`config.mk`:
```
export PLATFORM = sky130hd
export DESIGN_NAME = mode_sequencer
export DESIGN_NICKNAME = d
export VERILOG_FILES = /design/src/mode_seq_pkg.sv /design/src/mode_sequencer.sv /design/src/rate_monitor.sv
export SDC_FILE = /design/constraint.sdc
export NUM_CORES = 1
export LEC_CHECK = 0
export BUFFER_PORTS_ARGS = -buffer_cell sky130_fd_sc_hd__buf_2
export CAP_MARGIN = 20
export CELL_PAD_IN_SITES_DETAIL_PLACEMENT = 1
export CELL_PAD_IN_SITES_GLOBAL_PLACEMENT = 2
export CORE_MARGIN = 3
export CORE_UTILIZATION = 41
export CTS_CLUSTER_SIZE = 12
export DETAILED_ROUTE_END_ITERATION = 6
export GPL_TIMING_DRIVEN = 0
export PLACE_DENSITY = 0.84
export SETUP_SLACK_MARGIN = 0.05
export SLEW_MARGIN = 20
export SYNTH_ARGS = -nofsm -noshare
export SYNTH_HDL_FRONTEND = slang
export SYNTH_SLANG_ARGS = --single-unit
```
`constraint.sdc`:
```
create_clock -name pclk -period 5.53 [get_ports pclk]
set_clock_uncertainty 0.2 [all_clocks]
set_input_delay 0.553 -clock pclk [delete_from_list [all_inputs] [get_ports pclk]]
set_output_delay 0.553 -clock pclk [all_outputs]
set_load 0.03 [all_outputs]
```
`src/mode_seq_pkg.sv`:
```
// Package for the instrument mode and safety sequencer.
// Assumes a 100 MHz pclk and an APB register port with 32-bit data.
package mode_seq_pkg;

    // =====================================================================
    // Operating modes
    // =====================================================================
    typedef enum logic [1:0] {
        MODE_MAINT = 2'b00,     // Safe mode, uploads allowed
        MODE_TEST = 2'b01,      // Raw pulse height samples
        MODE_IMAGING = 2'b10,   // Five-band line scan frames
        MODE_SPECTRO = 2'b11    // Fixed mirror focal plane frames
    } op_mode_e;

    // =====================================================================
    // Status message codes from the spacecraft_command_data_handler
    // =====================================================================
    localparam logic [2:0] MSG_YAW_START = 3'h0;
    localparam logic [2:0] MSG_YAW_END = 3'h1;
    localparam logic [2:0] MSG_PANEL_START = 3'h2;
    localparam logic [2:0] MSG_PANEL_END = 3'h3;
    localparam logic [2:0] MSG_TERMINATOR = 3'h4;
    localparam logic [2:0] MSG_POWER_DOWN = 3'h5;

    // =====================================================================
    // Register offsets (byte addresses)
    // =====================================================================
    localparam logic [7:0] OFS_MODE_CMD = 8'h00;
    localparam logic [7:0] OFS_SETTINGS = 8'h04;
    localparam logic [7:0] OFS_RATE_LIMIT = 8'h08;
    localparam logic [7:0] OFS_STATUS = 8'h0C;
    localparam logic [7:0] OFS_BAND0 = 8'h10;
    localparam int NUM_BANDS = 5;

    // =====================================================================
    // Field positions
    // =====================================================================
    localparam int SET_SLIT_LSB = 0;     // [1:0] slit position
    localparam int SET_DET_BIT = 2;      // Detector select
    localparam int SET_HV_EN_BIT = 3;    // High voltage request
    localparam int SET_HV_LSB = 4;       // [11:4] high voltage level
    localparam int SET_ANGLE_LSB = 12;   // [19:12] mirror angle, degrees
    localparam int ST_TERM_BIT = 7;      // Terminator flag, write one clears

    // =====================================================================
    // Reset values and limits
    // =====================================================================
    localparam logic [15:0] RATE_LIMIT_RST = 16'hFFFF;
    localparam logic [7:0] ANGLE_MAX_DEG = 8'h8C;   // 140 degree field
    localparam logic [7:0] BAND_RST = 8'h00;

    // =====================================================================
    // Timing
    // =====================================================================
    localparam longint CLK_HZ = 100_000_000;
    localparam longint IMG_PERIOD_S = 15;
    localparam longint SPEC_PERIOD_S = 3;
    localparam longint PD_LIMIT_S = 2;
    localparam longint IMG_PERIOD_CYC = IMG_PERIOD_S * CLK_HZ;
    localparam longint SPEC_PERIOD_CYC = SPEC_PERIOD_S * CLK_HZ;
    localparam longint PD_LIMIT_CYC = PD_LIMIT_S * CLK_HZ;
    localparam longint RATE_WINDOW_CYC = 100_000;   // 1 ms gate
    localparam int IMG_COLS = 191;
    localparam int IMG_ROWS = 14;
    localparam int SPEC_BINS = 168;

endpackage

```
`src/mode_sequencer.sv`:
```
// Instrument mode and safety sequencer with APB register port.
// Assumes msg_valid/msg_code come from pclk-domain bus logic; the
// watchdog and detector pulse inputs are asynchronous pins.
//
// Functional notes
// - Four modes, exactly one active
// - Slit, detector, HV, angle set in any mode
// - Power-on and watchdog reset enter maintenance
// - Maintenance left only by command or by yaw end
// - Maintenance enables upload, reprogram and dump
// - Test mode outputs raw pulse heights
// - Imaging frame every 15 s, 191x14x5
// - Bands come from uploadable band table
// - Spectrograph: fixed angle within 140 degrees
// - Yaw start: HV off, stow, maintenance
// - Yaw end restores previous mode
// - Panel maneuver sets flag, mode unchanged
// - Terminator sets flag, mode and slit unchanged
// - Power warning: exit, HV off, stow within 2 s
// - Excess count rate: HV off, stow, maintenance
// - Sun event holds safe until ground command; a settings write during the hold still unstows the mirror
//
// Design decisions made here: the placing of the registers and register access over APB.
`timescale 1ns/100ps
`default_nettype none
module mode_sequencer #(
    parameter longint IMG_CYC = mode_seq_pkg::IMG_PERIOD_CYC,
    parameter longint SPEC_CYC = mode_seq_pkg::SPEC_PERIOD_CYC,
    parameter int RATE_WIN_CYC = int'(mode_seq_pkg::RATE_WINDOW_CYC)
) (
    input wire logic pclk,
    input wire logic presetn,
    input wire logic psel,
    input wire logic penable,
    input wire logic pwrite,
    input wire logic [7:0] paddr,
    input wire logic [31:0] pwdata,
    output logic [31:0] prdata,
    output logic pready,
    output logic pslverr,
    input wire logic msg_valid,
    input wire logic [2:0] msg_code,
    input wire logic wdog_reset_pin,
    input wire logic det_pulse_pin,
    output logic [1:0] mode_out,
    output logic hv_on,
    output logic [7:0] hv_level,
    output logic mirror_stowed,
    output logic [7:0] mirror_angle,
    output logic [1:0] slit_pos,
    output logic det_sel,
    output logic upload_en,
    output logic raw_out_sel,
    output logic frame_strobe,
    output logic frame_spectral,
    output logic [39:0] frame_bands,
    output logic panel_flag,
    output logic term_flag
);
    // =====================================================================
    // Input synchronisers and rate monitor
    // =====================================================================
    logic [1:0] wd_sync_q, det_sync_q;   // Two-flop chains
    logic wd_prev_q;                     // Watchdog edge history
    logic sun_evt;                       // One-cycle overrate event

    // Pin synchronisers; only the second stage is read downstream
    always_ff @(posedge pclk or negedge presetn) begin
        if (!presetn) begin
            wd_sync_q <= 2'b00;
            det_sync_q <= 2'b00;
            wd_prev_q <= 1'b0;
        end else begin
            wd_sync_q <= {wd_sync_q[0], wdog_reset_pin};
            det_sync_q <= {det_sync_q[0], det_pulse_pin};
            wd_prev_q <= wd_sync_q[1];
        end
    end

    logic wd_evt;
    assign wd_evt = wd_sync_q[1] && !wd_prev_q;

    logic [15:0] rate_limit_q, rate_limit_d;   // Max counts per window

    rate_monitor #(.WINDOW_CYC(RATE_WIN_CYC)) u_rate (
        .pclk(pclk),
        .presetn(presetn),
        .pulse_sync(det_sync_q[1]),
        .limit(rate_limit_q),
        .over_q(sun_evt)
    );

    // =====================================================================
    // APB decode
    // =====================================================================
    function automatic logic hit(input logic [7:0] a, input logic [7:0] ofs);
        hit = (a == ofs);
    endfunction

    logic setup, wr_acc;
    assign setup = psel && !penable;
    assign wr_acc = psel && penable && pready && pwrite;

    logic cmd_wr, set_wr, stat_wr;
    assign cmd_wr = wr_acc && hit(paddr, mode_seq_pkg::OFS_MODE_CMD);
    assign set_wr = wr_acc && hit(paddr, mode_seq_pkg::OFS_SETTINGS);
    assign stat_wr = wr_acc && hit(paddr, mode_seq_pkg::OFS_STATUS);

    logic msg_yaw_s, msg_yaw_e, msg_pan_s, msg_pan_e, msg_term, msg_pd;
    assign msg_yaw_s = msg_valid && msg_code == mode_seq_pkg::MSG_YAW_START;
    assign msg_yaw_e = msg_valid && msg_code == mode_seq_pkg::MSG_YAW_END;
    assign msg_pan_s = msg_valid && msg_code == mode_seq_pkg::MSG_PANEL_START;
    assign msg_pan_e = msg_valid && msg_code == mode_seq_pkg::MSG_PANEL_END;
    assign msg_term = msg_valid && msg_code == mode_seq_pkg::MSG_TERMINATOR;
    assign msg_pd = msg_valid && msg_code == mode_seq_pkg::MSG_POWER_DOWN;

    // =====================================================================
    // Mode and safety state
    // =====================================================================
    mode_seq_pkg::op_mode_e mode_q, mode_d, prev_q, prev_d;
    logic yaw_q, yaw_d;        // Yaw maneuver in progress
    logic sun_q, sun_d;        // Sun safe hold
    logic pd_q, pd_d;          // Power-down warning seen
    logic pan_q, pan_d;
    logic trm_q, trm_d;
    logic hv_q, hv_d;
    logic stow_q, stow_d;
    logic [7:0] hvl_q, hvl_d, ang_q, ang_d;
    logic [1:0] slit_q, slit_d;
    logic det_q, det_d;
    logic [7:0] band_q [mode_seq_pkg::NUM_BANDS];
    logic [7:0] band_d [mode_seq_pkg::NUM_BANDS];
    logic [7:0] req_ang;

    // Next values; safety events are applied last so they win
    always_comb begin
        mode_d = mode_q;
        prev_d = prev_q;
        yaw_d = yaw_q;
        sun_d = sun_q;
        pd_d = pd_q;
        pan_d = pan_q;
        trm_d = trm_q;
        hv_d = hv_q;
        stow_d = stow_q;
        hvl_d = hvl_q;
        ang_d = ang_q;
        slit_d = slit_q;
        det_d = det_q;
        rate_limit_d = rate_limit_q;
        band_d = band_q;
        req_ang = pwdata[mode_seq_pkg::SET_ANGLE_LSB +: 8];
        // Ground mode command; with yaw end, the only way out of maintenance
        if (cmd_wr) begin
            mode_d = mode_seq_pkg::op_mode_e'(pwdata[1:0]);
            sun_d = 1'b0;
            pd_d = 1'b0;
        end
        // Settings apply in any mode
        if (set_wr) begin
            slit_d = pwdata[mode_seq_pkg::SET_SLIT_LSB +: 2];
            det_d = pwdata[mode_seq_pkg::SET_DET_BIT];
            hvl_d = pwdata[mode_seq_pkg::SET_HV_LSB +: 8];
            // HV stays off while a safe hold is in force
            hv_d = pwdata[mode_seq_pkg::SET_HV_EN_BIT] && !sun_d && !pd_d;
            // Angle clamped to the field of regard
            ang_d = (req_ang > mode_seq_pkg::ANGLE_MAX_DEG) ? mode_seq_pkg::ANGLE_MAX_DEG : req_ang;
            stow_d = 1'b0;
        end
        if (wr_acc && hit(paddr, mode_seq_pkg::OFS_RATE_LIMIT)) begin
            rate_limit_d = pwdata[15:0];
        end
        for (int i = 0; i < mode_seq_pkg::NUM_BANDS; i++) begin
            if (wr_acc && hit(paddr, mode_seq_pkg::OFS_BAND0 + 8'(4 * i))) begin
                band_d[i] = pwdata[7:0];
            end
        end
        // Terminator flag: write one clears, a new crossing wins
        if (stat_wr && pwdata[mode_seq_pkg::ST_TERM_BIT]) begin
            trm_d = 1'b0;
        end
        if (msg_term) begin
            trm_d = 1'b1;
        end
        if (msg_pan_s) begin
            pan_d = 1'b1;
        end else if (msg_pan_e) begin
            pan_d = 1'b0;
        end
        if (msg_yaw_s && !yaw_q) begin
            prev_d = cmd_wr ? mode_d : mode_q;
            yaw_d = 1'b1;
            mode_d = mode_seq_pkg::MODE_MAINT;
            hv_d = 1'b0;
            stow_d = 1'b1;
        end else if (msg_yaw_e && yaw_q) begin
            yaw_d = 1'b0;
            // Sun hold blocks the automatic return
            if (!sun_d) begin
                mode_d = prev_q;
            end
        end
        if (msg_pd) begin
            pd_d = 1'b1;
            mode_d = mode_seq_pkg::MODE_MAINT;
            hv_d = 1'b0;
            stow_d = 1'b1;
        end
        if (sun_evt) begin
            sun_d = 1'b1;
            mode_d = mode_seq_pkg::MODE_MAINT;
            hv_d = 1'b0;
            stow_d = 1'b1;
        end
        if (wd_evt) begin
            mode_d = mode_seq_pkg::MODE_MAINT;
        end
    end

    // State registers; power-on lands in maintenance
    always_ff @(posedge pclk or negedge presetn) begin
        if (!presetn) begin
            mode_q <= mode_seq_pkg::MODE_MAINT;
            prev_q <= mode_seq_pkg::MODE_MAINT;
            {yaw_q, sun_q, pd_q, pan_q, trm_q, hv_q, det_q} <= 7'h00;
            stow_q <= 1'b1;
            hvl_q <= 8'h00;
            ang_q <= 8'h00;
            slit_q <= 2'h0;
            rate_limit_q <= mode_seq_pkg::RATE_LIMIT_RST;
            for (int i = 0; i < mode_seq_pkg::NUM_BANDS; i++) begin
                band_q[i] <= mode_seq_pkg::BAND_RST;
            end
        end else begin
            mode_q <= mode_d;
            prev_q <= prev_d;
            {yaw_q, sun_q, pd_q, pan_q, trm_q, hv_q, det_q} <= {yaw_d, sun_d, pd_d, pan_d, trm_d, hv_d, det_d};
            stow_q <= stow_d;
            hvl_q <= hvl_d;
            ang_q <= ang_d;
            slit_q <= slit_d;
            rate_limit_q <= rate_limit_d;
            band_q <= band_d;
        end
    end

    // =====================================================================
    // Frame timing
    // =====================================================================
    logic [31:0] fcnt_q, fcnt_d;
    logic fstb_d, fspec_d;
    logic [39:0] fband_q, fband_d;

    // Period counter restarts on every mode change
    always_comb begin
        fcnt_d = fcnt_q + 32'h1;
        fstb_d = 1'b0;
        fspec_d = frame_spectral;
        fband_d = fband_q;
        if (mode_d != mode_q || mode_q == mode_seq_pkg::MODE_MAINT || mode_q == mode_seq_pkg::MODE_TEST) begin
            fcnt_d = 32'h0;
        end else if (mode_q == mode_seq_pkg::MODE_IMAGING && fcnt_q >= 32'(IMG_CYC - 1)) begin
            fcnt_d = 32'h0;
            fstb_d = 1'b1;
            fspec_d = 1'b0;
            // Table sampled per frame, so a new upload hits later frames
            fband_d = {band_q[4], band_q[3], band_q[2], band_q[1], band_q[0]};
        end else if (mode_q == mode_seq_pkg::MODE_SPECTRO && fcnt_q >= 32'(SPEC_CYC - 1)) begin
            fcnt_d = 32'h0;
            fstb_d = 1'b1;
            fspec_d = 1'b1;
        end
    end

    // Frame registers
    always_ff @(posedge pclk or negedge presetn) begin
        if (!presetn) begin
            fcnt_q <= 32'h0;
            frame_strobe <= 1'b0;
            frame_spectral <= 1'b0;
            fband_q <= 40'h0;
        end else begin
            fcnt_q <= fcnt_d;
            frame_strobe <= fstb_d;
            frame_spectral <= fspec_d;
            fband_q <= fband_d;
        end
    end

    // =====================================================================
    // APB answer: zero wait states, registered
    // =====================================================================
    logic [31:0] rd_d;
    logic err_d;

    // Read data and error chosen in the setup cycle
    always_comb begin
        rd_d = 32'h0;
        err_d = 1'b0;
        unique case (paddr)
            mode_seq_pkg::OFS_MODE_CMD: rd_d = {30'h0, mode_q};
            mode_seq_pkg::OFS_SETTINGS: rd_d = {12'h0, ang_q, hvl_q, hv_q, det_q, slit_q};
            mode_seq_pkg::OFS_RATE_LIMIT: rd_d = {16'h0, rate_limit_q};
            mode_seq_pkg::OFS_STATUS: rd_d = {21'h0, pd_q, stow_q, hv_q, trm_q, pan_q, sun_q, yaw_q, prev_q, mode_q};
            8'h10, 8'h14, 8'h18, 8'h1C, 8'h20: rd_d = {24'h0, band_q[3'(paddr[5:2] - 4'h4)]};
            default: err_d = 1'b1;
        endcase
    end

    // Outputs registered straight from flops
    always_ff @(posedge pclk or negedge presetn) begin
        if (!presetn) begin
            prdata <= 32'h0;
            pready <= 1'b0;
            pslverr <= 1'b0;
        end else begin
            pready <= setup;
            pslverr <= setup && err_d;
            prdata <= setup ? rd_d : 32'h0;
        end
    end

    // Registered mirrors of the state for the pins
    always_ff @(posedge pclk or negedge presetn) begin
        if (!presetn) begin
            upload_en <= 1'b1;
            raw_out_sel <= 1'b0;
        end else begin
            upload_en <= mode_d == mode_seq_pkg::MODE_MAINT;
            raw_out_sel <= mode_d == mode_seq_pkg::MODE_TEST;
        end
    end

    assign mode_out = mode_q;
    assign hv_on = hv_q;
    assign hv_level = hvl_q;
    assign mirror_stowed = stow_q;
    assign mirror_angle = ang_q;
    assign slit_pos = slit_q;
    assign det_sel = det_q;
    assign panel_flag = pan_q;
    assign term_flag = trm_q;
    assign frame_bands = fband_q;
endmodule
`default_nettype wire

```
`src/rate_monitor.sv`:
```
// Detector count rate monitor: counts pulse edges per gate window.
// Assumes the pulse input is already synchronised to pclk.
`timescale 1ns/100ps
`default_nettype none
module rate_monitor #(
    parameter int WINDOW_CYC = 100_000
) (
    input wire logic pclk,
    input wire logic presetn,
    input wire logic pulse_sync,
    input wire logic [15:0] limit,
    output logic over_q
);
    // =====================================================================
    // Edge detect and window counting
    // =====================================================================
    logic prev_q, prev_d;          // Last synced level
    logic [31:0] win_q, win_d;     // Gate window timer
    logic [16:0] cnt_q, cnt_d;     // Edges seen in window, saturating
    logic over_d;

    // Next state: count rising edges, flag when past limit
    always_comb begin
        prev_d = pulse_sync;
        over_d = 1'b0;
        cnt_d = cnt_q;
        win_d = win_q + 32'h1;
        if (pulse_sync && !prev_q && !cnt_q[16]) begin
            cnt_d = cnt_q + 17'h1;
        end
        if ({1'b0, limit} < cnt_q) begin
            // Report once, then restart to avoid a stuck flag
            over_d = 1'b1;
            cnt_d = 17'h0;
        end
        if (win_q >= 32'(WINDOW_CYC - 1)) begin
            win_d = 32'h0;
            cnt_d = 17'h0;
        end
    end

    // Registers
    always_ff @(posedge pclk or negedge presetn) begin
        if (!presetn) begin
            prev_q <= 1'b0;
            win_q <= 32'h0;
            cnt_q <= 17'h0;
            over_q <= 1'b0;
        end else begin
            prev_q <= prev_d;
            win_q <= win_d;
            cnt_q <= cnt_d;
            over_q <= over_d;
        end
    end
endmodule
`default_nettype wire

```
==> results.env <==
PATH_CLK_SLEW_PS=60
WORSTSETUPENDPOINT='frame_bands[25]$_DFFE_PN0P_'
VIA_COUNT_OF_THE_FIRST_GLOBAL_ROUTING_PASS=8559
MIN_PERIOD_OVER_PERIOD_PCT=59.4
NETLIST_AREA_UM2=11200
AVERAGE_SIZE_OF_A_MAPPED_CELL_UM2=11.3
PORT_BUFFERS=125
NETLIST-CELL-TYPE-COUNT=62
YOSYSTOPAREACELL='dfrtp_1'
AREA_GROWTH_PCT=18.8
P_PER_AREA_nW_PER_UM2=283
SYNTHDOMINANTCELLAREASHARE_PCT=49.7
DRIVE_ABOVE_1_SHARE_PCT=26.8
DETAIL_ROUTE.WL_PER_CELL_UM=20.2
DRT-TOTAL-WL_MM=30.8
CTS-ROOT-TO-SINK-BUFFERS=3
GRT.MET3_USAGE_PCT=3.30
CORE_AREA_UM2=26400
MIN_FROM='pwdata[8]'
CP_DATA_ARRIVAL_TIME_PS=3490
GLOBALROUTE.TOTALOVERFLOW=0
CTS_RESIZED=0
FINALWORSTPATHREQUIREDPERIOD_PS=3280
DRT_ITER0_DRC=388
P_LEAK_uW=0.00632
WORST_PIN_SLEW_PS=861
CRITICAL_PATH.N_BUFFERS_INVERTERS=2
CRITICAL_PATH.REG2REG.ENDPOINT='frame_bands[25]$_DFFE_PN0P_'
VIAS_PER_CELL=5.37
NNETSFINAL=1242
GPL.FINAL_WEIGHTED_CONGESTION=0.841
IR_WORST_VDD_mV=0.218
PLACEMENT_ROW_COUNT=59
SYNTH_FF_TYPE='dfrtp_1'
FF2FF_SETUP_SLACK_PS=2250
HP-CLASS='input port to flip-flop'
DESIGN_POWER_TOTAL_uW=3760
LAYOUT.CORE_UTILIZATION_PCT=50.2
GRT.MET2_USAGE_PCT=34.9
CRIT_PATH_CELL_TRACE='nand4_1, or4_1, clkbuf_2, nor3_1, nor4b_1, nor3b_4, buf_6, mux2_4'
CRITICAL-PATH-SLOWEST-CELL='nor4b_1'
CTS_ROOT_BUFFER='clkbuf_16'
MULTI_INPUT_AREA_UM2=4820
DRT_PRE_ANTENNA_ITERS=5
FINAL_HOLD_VIOL_COUNT=0
CLOCK_LATENCY_PS=530
ELEMENT_TYPE_AT_THE_CRITICAL_PATH_END='flip-flop'
CLOCK-SINKS=240
DRC_MARKERS=0
PIN_COUNT_OF_THE_BIGGEST_NET_ENTERING_GLOBAL_ROUTING=95
BUSIEST_LAYER='met2'
TIMING.CRITICAL_PATH.FROM='pready$_DFF_PN0_'
WORST_SETUP_PATH_START_KIND='flip-flop'
SYNTHARSTFLOPSHARE_PCT=100
CTS_TREE='yes'
MAXCLOCKFREQUENCY_MHz=304
FILLERINSTANCES=2919
START_UTIL_PCT=42.3
GLOBAL_ROUTE.USAGE.TOTAL_PCT=21.1
CTS.HOLD.BUFFERS_ADDED=3
POST_SYNTH_MAIN_AREA_CONTRIBUTORS='dfrtp_1 50%, mux2_2 6.4%, mux2_4 5.2%, dfstp_2 4.2%, nand2_1 3.6%'
FINALSETUPVIOLATIONS=0
YOSYSWARNINGS=0
CRIT_FANOUT=10
NUMBER_OF_H_TREE_BRANCHING_LEVELS=1
RR_STARTPOINT='pready$_DFF_PN0_'
DIODES=0
REG2REG_DEPTH=8
REPORT.FINAL.SLEW_VIOL_COUNT=0
ROUTED-VIA-COUNT=8193
MAX-CAP-VIOLATIONS=0
ANTENNA_VIOLATING_NETS_LEFT=0
DIE_H_UM=171
YS_SEQ_ELEMENTS=240
CRITICAL-PATH-TOP-DELAY-FAMILY='simple AND/OR/NAND/NOR gates'
DIEAREA_UM2=29300
GRT_FIRST_PASS_WIRELENGTH_MM=48.7
WORST_SETUP_PATH_CLASS='flip-flop to flip-flop'
GLOBALROUTEMET1UTIL_PCT=28.9
INITIAL_ANTENNA_VIOLATION_COUNT=0
DESIGN.PORTCOUNT=154
DIE_W_UM=171
UNREPAIRED_SETUP_ENDPOINTS_AFTER_GLOBAL_ROUTING='no'
CP_REQUIRED_PS=5740
POST-DP-HPWL_MM=22.3
YOSYSSEQAREASHARE_PCT=54.0
TRITONCTS.NUM_BUFFERS=27
CPPEAKSTAGEDELAY_PS=760
SYNTH_EDF_COUNT=0
SEQ_AREA_UM2=6030
NUMBER_OF_STAGES_ON_THE_WORST_SETUP_PATH=8
SYNTHESIS.INSTANCES=987
OUTCOME='finished, final reports clean'
BUFFERS_INSERTED_DURING_POST_CTS_SETUP_OPTIMIZATION=0
SLEW_HEADROOM_PCT=42.1
worst reg2reg max path, cell delays in order (launching register included):
cell	delay, ps
dfrtp_1	390
nand4_1	260
or4_1	170
clkbuf_2	170
nor3_1	70
nor4b_1	760
nor3b_4	560
buf_6	260
mux2_4	330
synth_stat cells, types with 3 or more instances:
cell type  number
a31oi_1         5
nor4_1          8
nand3_1        28
nand4_1        20
a32oi_1         8
o21ai_0        27
ha_1           18
dfrtp_1       222
nand2_1       106
inv_1          30
mux2_4         39
or3_1           4
xnor2_1        38
a22oi_1         6
buf_4          13
clkbuf_1       31
dfstp_2        18
a21o_1          5
nor3_1         61
a211oi_1        5
nand2b_1        7
and3_1         16
a21oi_1        18
nor2_1         72
nor4b_1         3
buf_6           4
mux2_2         63
o211ai_1        3
o221ai_1        8
mux2i_1        18
or4_1           4
clkbuf_8        3
nor3b_1         5
nor2b_1         7
xor2_1         21
and4_1          7
nand3b_1        4
layout by cell type, fill, tap and decap left out, drive strengths merged, types with 4 or more instances in the layout:
cell type	Yosys	routed
dfrtp	222	222
nor4	8	8
mux2	102	102
nand3	28	28
o21ai	28	28
a21oi	18	18
a211oi	5	5
nor2	72	72
ha	18	18
o221ai	8	8
mux2i	18	18
xnor2	38	38
a32oi	8	8
inv	30	30
a31oi	5	5
dfstp	18	18
nand2b	7	7
or4	5	5
and4	7	7
xor2	21	21
nand2	106	106
a22oi	6	6
nand4	20	20
nor3b	6	6
nand3b	4	4
a21o	5	5
buf	19	146
nor3	61	61
or3	5	5
conb	1	28
and3	17	17
nor2b	7	7
clkbuf	35	77
per-layer routing:
metal,wire (um),up-vias
met1,13900,4151
li1,-,3811
met3,1350,53
met4,851,0
met5,0,-
met2,14600,178
registers in the layout, summed over array words and instances (netlist names), 2 cells and up:
signal and count:
prdata 20, u_rate.win_q 32, fcnt_q 32, u_rate.cnt_q 17, mode_out 2, frame_bands 40
slit_pos 2, wd_sync_q 2, rate_limit_q 16, mirror_angle 8, det_sync_q 2, band_q 40
prev_q 2, hv_level 8
how the worst min path moves through the flow:
stage	end	cells after the start
6_report	hv_level[4]$_DFFE_PN0P_	3
5_1_grt	hv_level[4]$_DFFE_PN0P_	3
4_1_cts	hv_level[4]$_DFFE_PN0P_	3
3_5_place_dp	det_sync_q[1]$_DFF_PN0_	0
3_3_place_gp	det_sync_q[1]$_DFF_PN0_	0
2_1_floorplan	band_q[0]$_DFFE_PN0P_	0
per-stage QoR:
| step | setup WS (ps) | TNS (ps) | std cells | hold WS (ps) | cell area, um^2 |
|---|---|---|---|---|---|
| 2_1_floorplan | 2250 | 0 | 1014 | 57.4 | 11300 |
| 3_3_place_gp | -611 | -129570 | 1474 | 137 | 12300 |
| 3_5_place_dp | 1740 | 0 | 1476 | 136 | 12400 |
| 4_1_cts | 2290 | 0 | 1525 | 13.4 | 13300 |
| 5_1_grt | 2090 | 0 | 1525 | 27.6 | 13300 |
| 6_report | 2250 | 0 | 1525 | 35.0 | 13300 |
power by group:
group	internal [uW]	switching, uW	leakage (uW)
logic	63.2	147	0.00268
clock network	1040	705	0.000424
registers	1780	21.9	0.00322
total	2890	874	0.00632
cell families (layout without fill, tap and decap cells):
family | count (synthesis) | count (layout) | share of synthesized area [%]
buffers and inverters | 84 | 260 | 3.81
and+or+nand+nor | 362 | 362 | 15.9
adders and majority gates | 18 | 18 | 2.02
muxes | 120 | 120 | 13.2
DFF | 240 | 240 | 54.0
AOI/OAI and AO/OA | 103 | 103 | 6.42
xor gates and xnor gates | 59 | 59 | 4.63
other | 1 | 28 | 0.0336
cell type report:
| type | count | area share, % |
|---|---|---|
| buffer | 54 | 2.36 |
| clock buffer | 42 | 6.12 |
| clock inverter | 4 | 0.339 |
| inverter | 30 | 0.848 |
| multi-input combinational | 690 | 36.3 |
| sequential | 240 | 45.4 |
| tap | 335 | 3.16 |
| timing repair buffer | 130 | 5.43 |
No activity file was read; power rests on OpenSTA's default activity.
